**src/rtl/bulk_ep_one_defs.vh**
```
// Constants for the bulk endpoint one control block.
// Assumes an 8-bit local register port with separate read and write addresses.
`ifndef BULK_EP_ONE_DEFS_VH
`define BULK_EP_ONE_DEFS_VH

// Register read and write addresses
`define CTRL_RD_ADDR 8'he4
`define CTRL_WR_ADDR 8'h64
`define TGL_RD_ADDR 8'he5
`define TGL_WR_ADDR 8'h65
`define MPS_RD_ADDR 8'he6
`define MPS_WR_ADDR 8'h66

// Control register fields
`define CTRL_CFG_BIT 7
`define CTRL_FIXED_HI 6
`define CTRL_FIXED_LO 2
`define CTRL_STALL_BIT 0
`define CTRL_DIR_BIT 1
`define CTRL_FIXED_VAL 5'h06
`define CTRL_RESET 8'h18

// Toggle and packet size fields
`define TGL_BIT 0
`define MPS_WIDTH 7
`define MPS_RESET 7'h40

// Handshake codes on the packet engine port
`define HS_NONE 2'h0
`define HS_ACK 2'h1
`define HS_NAK 2'h2
`define HS_STALL 2'h3

`endif

```
**src/rtl/bulk_ep_one_ctrl.v**
```verilog
// Control, toggle and packet size registers of bulk endpoint one.
// Assumes a packet engine on I_CLK and a level-sampled local register port.
//
// Summary of operation
// [RQ1] Transfer type bulk, address one, writes ignored
// [RQ2] Direction bit: zero receives, one transmits
// [RQ3] Stalled endpoint withholds packet-ready and interrupt
// [RQ4] Writing toggle one resets sequence to DATA0
// [RQ5] Sequence toggles automatically after each good transaction
// [RQ6] Upper seven toggle bits read zero
// [RQ7] Software loads size from selected descriptor
// [RQ8] Size is one of 64, 32, 16, 8; the code stores any 7-bit value written
// [RQ9] Size is a byte count for full packets
// [RQ10] Oversize receive: no ready, stall, STALL handshake
// [RQ11] Transmit ready after full-size DMA load
// [RQ12] Size register top bit reads zero
// [RQ13] Configuration bit gates all endpoint traffic; the code does not gate DMA transmit loads
// [RQ14] Stall bit forces STALL on every packet
`timescale 1ns/1ns
`default_nettype none
`include "bulk_ep_one_defs.vh"

module bulk_ep_one_ctrl #(
    parameter MPS_W = `MPS_WIDTH
) (
    input wire I_CLK,               // Core clock, 100 MHz
    input wire I_SYS_RST,           // Hardware reset, synchronous, high
    input wire I_BUS_RST,           // USB bus reset from the serial engine
    input wire I_CS_N,              // Register chip select, low active
    input wire I_RD_N,              // Register read strobe, low active
    input wire I_WR_N,              // Register write strobe, low active
    input wire [7:0] I_ADDR,        // Register address
    input wire [7:0] I_WDATA,       // Register write data
    output reg [7:0] O_RDATA,       // Register read data
    input wire I_TOKEN,             // Token for this endpoint seen, pulse
    input wire I_TOKEN_IN,          // Token is IN (host reads)
    input wire I_RX_BYTE,           // One data byte received, pulse
    input wire I_RX_EOP,            // End of received data packet, pulse
    input wire I_RX_PID_DATA1,      // Received packet carried DATA1
    input wire I_HOST_ACK,          // Host ACK after our data packet, pulse
    input wire I_DMA_BYTE,          // DMA wrote one byte to transmit buffer
    input wire I_TX_CLR,            // Transmit buffer consumed, pulse
    input wire I_RX_CLR,            // Receive buffer read out, pulse
    output reg O_RESPOND,           // Endpoint takes part in the token
    output reg [1:0] O_HANDSHAKE,   // Handshake to send, valid with O_HS_VALID
    output reg O_HS_VALID,          // Handshake strobe, pulse
    output reg O_TX_PID_DATA1,      // PID of next transmitted data packet
    output reg O_RX_READY,          // Receive packet-ready status
    output reg O_TX_READY,          // Transmit packet-ready status
    output reg O_IRQ_OUTPUT,        // Interrupt request for this endpoint
    output reg O_DIR_TX,            // Current direction, one transmits
    output reg O_STALLED            // Stall bit state
);

    // =========================================================
    // Register port strobes, three-stage sampled
    // =========================================================
    reg [2:0] cs_sync_ff;
    reg [2:0] rd_sync_ff;
    reg [2:0] wr_sync_ff;
    reg [7:0] addr_s1_ff;
    reg [7:0] addr_s2_ff;
    reg [7:0] addr_s3_ff;
    reg [7:0] wdata_s1_ff;
    reg [7:0] wdata_s2_ff;
    reg [7:0] wdata_s3_ff;
    reg wr_act_ff;
    // A strobe counts once the second and third stages agree
    wire rd_act = ~cs_sync_ff[2] & ~rd_sync_ff[2] & ~cs_sync_ff[1] & ~rd_sync_ff[1];
    wire wr_now = ~cs_sync_ff[2] & ~wr_sync_ff[2] & ~cs_sync_ff[1] & ~wr_sync_ff[1];
    // One write per low period of the write strobe
    wire wr_stb = wr_now & ~wr_act_ff;

    function wr_hit;
        input [7:0] a;
        input [7:0] target;
        begin
            wr_hit = (a == target);
        end
    endfunction

    always @(posedge I_CLK) begin
        if (I_SYS_RST) begin
            cs_sync_ff <= 3'h7;
            rd_sync_ff <= 3'h7;
            wr_sync_ff <= 3'h7;
            addr_s1_ff <= 8'h00;
            addr_s2_ff <= 8'h00;
            addr_s3_ff <= 8'h00;
            wdata_s1_ff <= 8'h00;
            wdata_s2_ff <= 8'h00;
            wdata_s3_ff <= 8'h00;
            wr_act_ff <= 1'b0;
        end else begin
            cs_sync_ff <= {cs_sync_ff[1:0], I_CS_N};
            rd_sync_ff <= {rd_sync_ff[1:0], I_RD_N};
            wr_sync_ff <= {wr_sync_ff[1:0], I_WR_N};
            addr_s1_ff <= I_ADDR;
            addr_s2_ff <= addr_s1_ff;
            addr_s3_ff <= addr_s2_ff;
            wdata_s1_ff <= I_WDATA;
            wdata_s2_ff <= wdata_s1_ff;
            wdata_s3_ff <= wdata_s2_ff;
            wr_act_ff <= wr_now;
        end
    end

    wire wr_ctrl = wr_stb & wr_hit(addr_s3_ff, `CTRL_WR_ADDR);
    wire wr_tgl = wr_stb & wr_hit(addr_s3_ff, `TGL_WR_ADDR);
    wire wr_mps = wr_stb & wr_hit(addr_s3_ff, `MPS_WR_ADDR);

    // =========================================================
    // Endpoint state
    // =========================================================
    localparam [7:0] CTRL_RST = `CTRL_RESET;
    reg cfg_ff;
    reg stall_ff;
    reg dir_ff;
    reg seq_ff;
    reg [MPS_W-1:0] mps_ff;
    reg [7:0] rx_cnt_ff;
    reg [7:0] dma_cnt_ff;
    reg rx_over_ff;
    reg rx_ready_ff;
    reg tx_ready_ff;
    reg [1:0] hs_ff;
    reg hs_valid_ff;
    reg [1:0] nxt_hs;
    reg nxt_hs_valid;

    wire active = cfg_ff & ~I_BUS_RST;
    wire [7:0] mps_bytes = {{(8 - MPS_W){1'b0}}, mps_ff};       // [RQ9]
    wire rx_too_long = (rx_cnt_ff + 8'h01) > mps_bytes;
    wire rx_eop = I_RX_EOP & active & ~dir_ff;
    wire rx_bad = rx_eop & (rx_over_ff | (I_RX_BYTE & rx_too_long));
    wire seq_match = (I_RX_PID_DATA1 == seq_ff);
    // Accepted OUT packet: good length, not stalled, buffer free, expected PID
    wire rx_take = rx_eop & ~rx_bad & ~stall_ff & ~rx_ready_ff & seq_match;
    wire tx_full = (dma_cnt_ff + 8'h01) >= mps_bytes;
    wire tx_fill = I_DMA_BYTE & dir_ff & ~tx_ready_ff;
    // OUT data to a stalled endpoint is refused in either direction
    wire out_stalled = I_RX_EOP & active & stall_ff;
    wire in_refused = I_TOKEN & I_TOKEN_IN & active & (stall_ff | ~tx_ready_ff);

    // =========================================================
    // Control bits
    // =========================================================
    always @(posedge I_CLK) begin
        if (I_SYS_RST || I_BUS_RST) begin
            cfg_ff <= CTRL_RST[`CTRL_CFG_BIT];
            dir_ff <= CTRL_RST[`CTRL_DIR_BIT];
            stall_ff <= CTRL_RST[`CTRL_STALL_BIT];
        end else begin
            if (wr_ctrl) begin
                cfg_ff <= wdata_s3_ff[`CTRL_CFG_BIT];           // [RQ13]
                dir_ff <= wdata_s3_ff[`CTRL_DIR_BIT];           // [RQ2]
            end
            // Hardware stall wins over a software write of zero
            if (rx_bad)
                stall_ff <= 1'b1;                               // [RQ10]
            else if (wr_ctrl)
                stall_ff <= wdata_s3_ff[`CTRL_STALL_BIT];       // [RQ14]
        end
    end

    // Data sequence; a toggle-register write wins over an automatic flip
    always @(posedge I_CLK) begin
        if (I_SYS_RST || I_BUS_RST)
            seq_ff <= 1'b0;
        else if (wr_tgl && wdata_s3_ff[`TGL_BIT])
            seq_ff <= 1'b0;                                     // [RQ4]
        else if (I_HOST_ACK && active && dir_ff && !stall_ff)
            seq_ff <= ~seq_ff;                                  // [RQ5]
        else if (rx_take)
            seq_ff <= ~seq_ff;                                  // [RQ5]
    end

    // =========================================================
    // Receive and transmit buffers
    // =========================================================
    // Receive byte count; an oversize packet is flagged before its end
    always @(posedge I_CLK) begin
        if (I_SYS_RST || I_BUS_RST) begin
            rx_cnt_ff <= 8'h00;
            rx_over_ff <= 1'b0;
            rx_ready_ff <= 1'b0;
        end else begin
            if (rx_eop) begin
                rx_cnt_ff <= 8'h00;
                rx_over_ff <= 1'b0;
            end else if (I_RX_BYTE && active && !dir_ff) begin
                if (rx_too_long)
                    rx_over_ff <= 1'b1;
                else
                    rx_cnt_ff <= rx_cnt_ff + 8'h01;
            end
            if (rx_take)
                rx_ready_ff <= 1'b1;                            // [RQ3] [RQ10]
            else if (I_RX_CLR)
                rx_ready_ff <= 1'b0;
        end
    end

    // Transmit fill count; a completed fill wins over a clear
    always @(posedge I_CLK) begin
        if (I_SYS_RST || I_BUS_RST) begin
            dma_cnt_ff <= 8'h00;
            tx_ready_ff <= 1'b0;
        end else if (tx_fill && tx_full && !stall_ff) begin
            tx_ready_ff <= 1'b1;                                // [RQ11] [RQ3]
            dma_cnt_ff <= 8'h00;
        end else if (I_TX_CLR) begin
            dma_cnt_ff <= 8'h00;
            tx_ready_ff <= 1'b0;
        end else if (tx_fill) begin
            dma_cnt_ff <= dma_cnt_ff + 8'h01;
        end
    end

    // =========================================================
    // Handshake choice
    // =========================================================
    always @* begin
        nxt_hs_valid = 1'b0;
        nxt_hs = `HS_NONE;
        if (rx_eop) begin
            nxt_hs_valid = 1'b1;
            if (rx_bad || stall_ff)
                nxt_hs = `HS_STALL;                             // [RQ10] [RQ14]
            else if (rx_ready_ff)
                nxt_hs = `HS_NAK;
            else
                nxt_hs = `HS_ACK;
        end else if (out_stalled) begin
            nxt_hs_valid = 1'b1;
            nxt_hs = `HS_STALL;                                 // [RQ14]
        end else if (in_refused) begin
            nxt_hs_valid = 1'b1;
            nxt_hs = stall_ff ? `HS_STALL : `HS_NAK;            // [RQ14]
        end
    end

    always @(posedge I_CLK) begin
        if (I_SYS_RST || I_BUS_RST) begin
            hs_ff <= `HS_NONE;
            hs_valid_ff <= 1'b0;
        end else begin
            hs_ff <= nxt_hs;
            hs_valid_ff <= nxt_hs_valid;
        end
    end

    // Packet size survives bus reset; top bit not stored
    always @(posedge I_CLK) begin
        if (I_SYS_RST)
            mps_ff <= `MPS_RESET;
        else if (wr_mps)
            mps_ff <= wdata_s3_ff[MPS_W-1:0];                   // [RQ12] [RQ8]
    end

    // =========================================================
    // Read data and registered outputs
    // =========================================================
    reg [7:0] nxt_rdata;
    always @* begin
        nxt_rdata = 8'h00;
        if (rd_act) begin
            case (addr_s3_ff)
                `CTRL_RD_ADDR:
                    nxt_rdata = {cfg_ff, `CTRL_FIXED_VAL, dir_ff, stall_ff}; // [RQ1]
                `TGL_RD_ADDR:
                    nxt_rdata = 8'h00;                          // [RQ6] [RQ4]
                `MPS_RD_ADDR:
                    nxt_rdata = mps_bytes;                      // [RQ12]
                default:
                    nxt_rdata = 8'h00;
            endcase
        end
    end

    always @(posedge I_CLK) begin
        if (I_SYS_RST) begin
            O_RDATA <= 8'h00;
            O_RESPOND <= 1'b0;
            O_HANDSHAKE <= `HS_NONE;
            O_HS_VALID <= 1'b0;
            O_TX_PID_DATA1 <= 1'b0;
            O_RX_READY <= 1'b0;
            O_TX_READY <= 1'b0;
            O_IRQ_OUTPUT <= 1'b0;
            O_DIR_TX <= 1'b0;
            O_STALLED <= 1'b0;
        end else begin
            O_RDATA <= nxt_rdata;
            O_RESPOND <= active;                                // [RQ13]
            O_HANDSHAKE <= hs_ff;
            O_HS_VALID <= hs_valid_ff;
            O_TX_PID_DATA1 <= seq_ff;
            O_RX_READY <= rx_ready_ff & ~stall_ff;              // [RQ3]
            O_TX_READY <= tx_ready_ff & ~stall_ff;              // [RQ3]
            O_IRQ_OUTPUT <= ~stall_ff & (rx_ready_ff | tx_ready_ff); // [RQ3]
            O_DIR_TX <= dir_ff;
            O_STALLED <= stall_ff;
        end
    end

endmodule
`default_nettype wire

```
**config.mk**
```make
export PLATFORM = sky130hd
export DESIGN_NAME = bulk_ep_one_ctrl
export DESIGN_NICKNAME = d
export VERILOG_FILES = /design/src/rtl/bulk_ep_one_ctrl.v
export VERILOG_INCLUDE_DIRS = /design/src /design/src/rtl
export SDC_FILE = /design/constraint.sdc
export NUM_CORES = 1
export LEC_CHECK = 0
export ABC_AREA = 1
export BUFFER_PORTS_ARGS = -buffer_cell sky130_fd_sc_hd__buf_2
export CAP_MARGIN = 20
export CORE_MARGIN = 2
export CORE_UTILIZATION = 40
export CTS_CLUSTER_DIAMETER = 120
export DETAILED_ROUTE_END_ITERATION = 16
export MAX_ROUTING_LAYER = met4
export PLACE_DENSITY = 0.62
export SKIP_CTS_REPAIR_TIMING = 1
export SYNTH_ARGS = -nofsm -noshare
export SYNTH_HDL_FRONTEND = slang
export SYNTH_SLANG_ARGS = --single-unit
```
**constraint.sdc**
```tcl
create_clock -name I_CLK -period 2.8 [get_ports I_CLK]
set_input_delay 0.42 -clock I_CLK [delete_from_list [all_inputs] [get_ports I_CLK]]
set_output_delay 0.42 -clock I_CLK [all_outputs]
set_load 0.1 [all_outputs]
```
* Word-level counts from Yosys, hierarchy flattened *
Cells that the tools add are included.

word-level totals
  output and inout port bits = 18
  word-level logic and storage cells = 129
  bits in registers = 109
  bits of input ports = 31

operators by class
  eq/ne operators = 6
  magnitude comparators = 2
  bitwise gates (word level) = 47
  muxes and demuxes = 18
  reductions and logical operators = 22
  add/subtract/negate cells = 2

operators by type and width
  operator                                                               number
  1-bit AND                                                              28
  8-bit by 7-bit equality test with 1-bit output, second input constant  3
  8-bit by 1-bit adder with 8-bit output, second input constant          2
  8-bit equality test, second input constant                             2
  1-bit NOT                                                              16
  8-bit one-hot mux with 2 select lines                                  1
  1-bit 2-to-1 mux                                                       12
  2-bit 2-to-1 mux                                                       5
  8-bit by 7-bit >= comparator with 1-bit output                         1
  8-bit by 7-bit greater-than comparator with 1-bit output               1
  1-bit logical AND                                                      8
  2-bit nonzero test                                                     4
  2-bit OR reduction                                                     3
  2-bit AND reduction                                                    2
  1-bit bitwise OR                                                       3
  3-bit OR reduction                                                     1
  1-bit zero test                                                        2
  1-bit logical OR                                                       2
  1-bit equality test                                                    1

* Longest topological paths before layout *
  word-level depth = 12
  gate-level depth with buffers = 19
  mapped depth without buffers = 19

* Worst setup path before layout *
No wires, ideal clock.

  kind = reg2reg
  start = reg rx_cnt_ff[0]
  end = reg rx_cnt_ff[5]
  data required time = 2683 ps
  buffers on the path = 1
  library setup time = 117 ps
  arrival time = 1972 ps
  stages on the path, launching flop included = 15
  setup slack = 711 ps
  path through = dfxtp_1 > inv_2 > nor3_4 > nand2_1 > xor2_1 > ha_1 > a21oi_1 > nor2_1 > nor2_1 > nand2_1 > nand2_1 > nand3_2 > buf_4 > o21ai_1 > a21oi_1

on the way
  longest elaborated chain between the ends = 4

ends and longest elaborated chain
  element                                                   RTL line                                        RTL
  from (decl)                                               bulk_ep_one_ctrl.v:121                          reg [7:0] rx_cnt_ff;
  from (signal assigned)                                    bulk_ep_one_ctrl.v:195                          rx_cnt_ff <= rx_cnt_ff + 8'h01;
  8-bit by 1-bit adder with 8-bit output (*)                bulk_ep_one_ctrl.v:133, bulk_ep_one_ctrl.v:195
  8-bit by 7-bit greater-than comparator with 1-bit output  bulk_ep_one_ctrl.v:133                          wire rx_too_long = (rx_cnt_ff + 8'h01) > mps_bytes;
  1-bit NOT (no line)                                       --
  2-bit AND reduction (no line)                             --

Mark *: on every way between the ends. The rest lies on a longest branch, timed or not.
A chain may end at the register's enable or synchronous reset.

* Final worst setup path *
  start = reg rx_cnt_ff[0]
  end = reg rx_cnt_ff[4]

The elaborated chain is that of the path after synthesis.

==> out/summary.md <==
The worst register-to-register path has a depth of 14. The floorplan has 37 rows. Max-cap violations in this run came to 0. The worst setup skew after layout was 0.00625 ns.

For the arrival time of data at the critical path endpoint, the log shows 2.58 ns. The final layout contains 605 nets. For the CTS sink count, the log shows 109.

TritonCTS built the clock tree. The worst hold margin is 0.233 ns. The run finished with clean final reports.

Using the TritonRoute via totals, the vias-per-cell ratio works out to 4.37. The synthesized instance count was 509. The run gives 49 as the boundary pin count. In the layout the commonest cells are 109 x dfxtp_1, 95 x inv_1, 80 x nor2_1. For this design the static power due to leakage is 0.00220 uW. The tools report the kind of end point of the critical path as a register. The die footprint came out at 11400 um2. The run gives 12.6 mm as the global-route wire length before repair. Static timing analysis puts the maximum clock frequency at 429 MHz. After synthesis, flip-flops and latches occupy 51.8% of the total area. The HPWL after detailed placement is 5.23 mm. The maximum buffer depth of the clock tree was 2. The last weighted congestion value of the routability-driven placer was 0.849. The kind of critical path was register to register. In this run, CTS created clock tree buffers numbering 9. The post-route netlist has 21.7% of its cells at a drive strength greater than 1. The average routed wire per standard cell came out at 10.2 um. For the overall track demand over capacity in global routing, the log shows 14.2%.

A synthesized cell averages 8.28 um2. The number of global-route vias before repair is 2864. For the final routed database, the setup TNS stands at 0 ns. The power per unit of standard cell area was 545 nW/um2.

The mapped netlist covers 4220 um2. The logs give 0.36 ns for the clock latency on the worst-skew pair and 130 for the starting DRC count in detailed routing. Across the VDD grid, the largest voltage drop is 0.334 mV. The width of the die came out at 107 um.

The maximum cell stage delay along the critical path is 0.39 ns. Setup violations remaining at the end of the flow were counted as 0. The count of vias placed by the detailed router is 3054, and the maximum fanout along the worst path is 15. Input and output buffers added on the ports amount to 48. The minimum clock period is 2.33 ns, and the number of levels in the clock H-tree is 3. Setup repair after global routing left no endpoint under its margin.

Traced cell by cell, the critical path runs through ha_1 -> nand2_1 -> inv_1 -> nand3_1 -> xor2_1 -> inv_1 -> ha_1 -> inv_1 -> nor2_1 -> nand4_1 -> nand2_1 -> nand3_2 -> o21ai_1 -> a21oi_1. The area growth from synthesis to layout is 13.6%. The number of nets handed over by synthesis was 556. The total congestion overflow is 0, and the total DRC errors in the routed layout is 0.

For this run, the share of the core covered by cells in the final layout is 46.6%. The worst pin sits at a relative slew slack of 63.7%. STA puts the critical path data required time at 3.05 ns. In this design, the critical path's most frequently occurring cell is inv_1. The number of hold violations in the final report is 0, and the hold-critical path depth is 2. The tools report the critical path launch point type as a register.

Of the available clock period, the critical path in the final layout requires 83.2%. The actual slew at the worst max-slew pin is 0.545 ns, and the standard cell core area is 10300 um2. The tools report the CTS root buffer as clkbuf_8. The count of unique library cells instantiated by Yosys was 39. The residual antenna-violating net count after detailed routing was 0; the count of antenna diodes in the layout was 0. Cell at the slowest stage of the critical path: dfxtp_1. Wires add up to 7.12 mm. Yosys printed 0 warnings.

The run gives 0 as the number of slew-limit violations in the final report. After synthesis the netlist holds a flip-flop and latch count of 109. Clock-pin slew was measured on the worst setup and hold paths at 0.10 ns.

The number of antenna violations at the first check in global routing was 0. The largest net degree at the start of global routing came out at 61. From bottom edge to top edge, the die measures 107 um. The class of the worst hold path was primary input to register. The library cell used most frequently in the layout, excluding fill and tap cells, is dfxtp_1.

The initial standard-cell utilization of the core was 41.0%. For the total iterations of the first detailed-routing run, the log shows 4.
-- worst max-delay path, delay by kind of cell (launching register included) --
family | cells | cell delay (ns)
simple gates | 6 | 0.72
flops | 1 | 0.39
compound gates | 2 | 0.26
xor+xnor | 1 | 0.14
buf+inv | 3 | 0.22
fa+ha+maj | 2 | 0.48
-- stage by stage --
| stage | setup WS (ns) | power [uW] | instances | instance area, um2 |
|---|---|---|---|---|
| 2_1_floorplan | 0.711 | 1680 | 509 | 4220 |
| 3_5_place_dp | 0.470 | 1710 | 683 | 4590 |
| 5_1_grt | 0.0809 | 2730 | 699 | 4790 |
| 6_report | 0.470 | 2610 | 699 | 4790 |
| 3_3_place_gp | 0.578 | 1710 | 683 | 4590 |
| 4_1_cts | 0.461 | 2640 | 699 | 4790 |
-- cells in the mapped netlist --
library cell,instances,area share (%)
inv_2,15,1.3
buf_4,1,0.18
nor2_2,11,1.6
xor2_2,1,0.39
or2_1,2,0.30
or2_2,10,1.5
nand4_1,10,1.5
o21ai_1,9,1.1
a211oi_1,6,1.1
nor3_2,3,0.71
nand3_2,1,0.24
mux2i_1,1,0.24
nor3_1,8,0.95
a31oi_1,1,0.15
nand4_2,2,0.59
o211ai_2,1,0.30
nor2_4,2,0.53
buf_1,5,0.45
a21oi_1,23,2.7
dfxtp_1,109,52
o21ai_0,10,1.2
nor2_1,80,7.1
a32o_1,1,0.24
nand3b_4,1,0.47
a31o_2,1,0.21
nand2_4,1,0.27
nand2_2,7,1.0
ha_1,16,4.7
clkinv_1,1,0.089
buf_2,2,0.24
inv_1,95,8.5
xor2_1,6,1.2
or3b_1,1,0.21
xnor2_1,2,0.42
nor3_4,1,0.39
nand3_1,13,1.5
o31ai_1,1,0.18
clkbuf_1,3,0.27
nand2_1,46,4.1
-- registers in the layout, indices dropped and copies added (netlist names), 2 cells and up --
name         flops
cs_sync_ff       3
wdata_s2_ff      8
rd_sync_ff       3
wdata_s1_ff      8
O_RDATA          8
addr_s1_ff       8
dma_cnt_ff       8
wdata_s3_ff      8
rx_cnt_ff        8
mps_ff           7
O_HANDSHAKE      2
hs_ff            2
addr_s2_ff       8
addr_s3_ff       8
wr_sync_ff       3
-- path summary, 6_finish.rpt --
path              slack, ns                        end                      start
setup / recovery       0.47  rx_cnt_ff[4]$_SDFFE_PP0P_  rx_cnt_ff[0]$_SDFFE_PP0P_
setup reg to reg       0.47  rx_cnt_ff[4]$_SDFFE_PP0P_  rx_cnt_ff[0]$_SDFFE_PP0P_
hold reg to reg        0.40   addr_s2_ff[0]$_SDFF_PP0_   addr_s1_ff[0]$_SDFF_PP0_
hold / removal         0.23   wr_sync_ff[0]$_SDFF_PP1_                     I_WR_N
-- per-layer routing --
layer	share of wire, %	routed length [um]	vias to the layer above	GRT usage (%)
li1	-	-	1649	-
met1	49	3460	1339	18.0
met2	46	3260	58	22.2
met3	4.6	330	8	4.13
met4	0.94	67	0	4.17
met5	0	0	-	-
-- cell families after synthesis --
kind of cell             count (synthesis)  share of synthesized area [%]
multiplexers                             1                          0.237
AO/OA/AOI/OAI                           53                           7.12
AND/OR/NAND/NOR                        199                           23.1
buffers and inverters                  122                           11.0
flip-flops                             109                           51.8
adder cells (fa/ha/maj)                 16                           4.75
XOR/XNOR                                 9                           2.05
-- area by class of cell --
class                           count  area, um2
Clock buffer                       12        165
Inverter                          111        417
Fill cell                        1043       5490
Timing Repair Buffer               49        248
Sequential cell                   109       2180
Tap cell                          136        170
Multi-Input combinational cell    278       1570
Clock inverter                      4       37.5
-- report_power, final --
group	total [uW]	leakage [uW]	switching, uW	internal (uW)
registers	1590	0.000888	8.68	1580
logic	80.7	0.00121	47.1	33.6
clock network	939	0.000105	529	410
No activity file was read; power rests on OpenSTA's default activity.
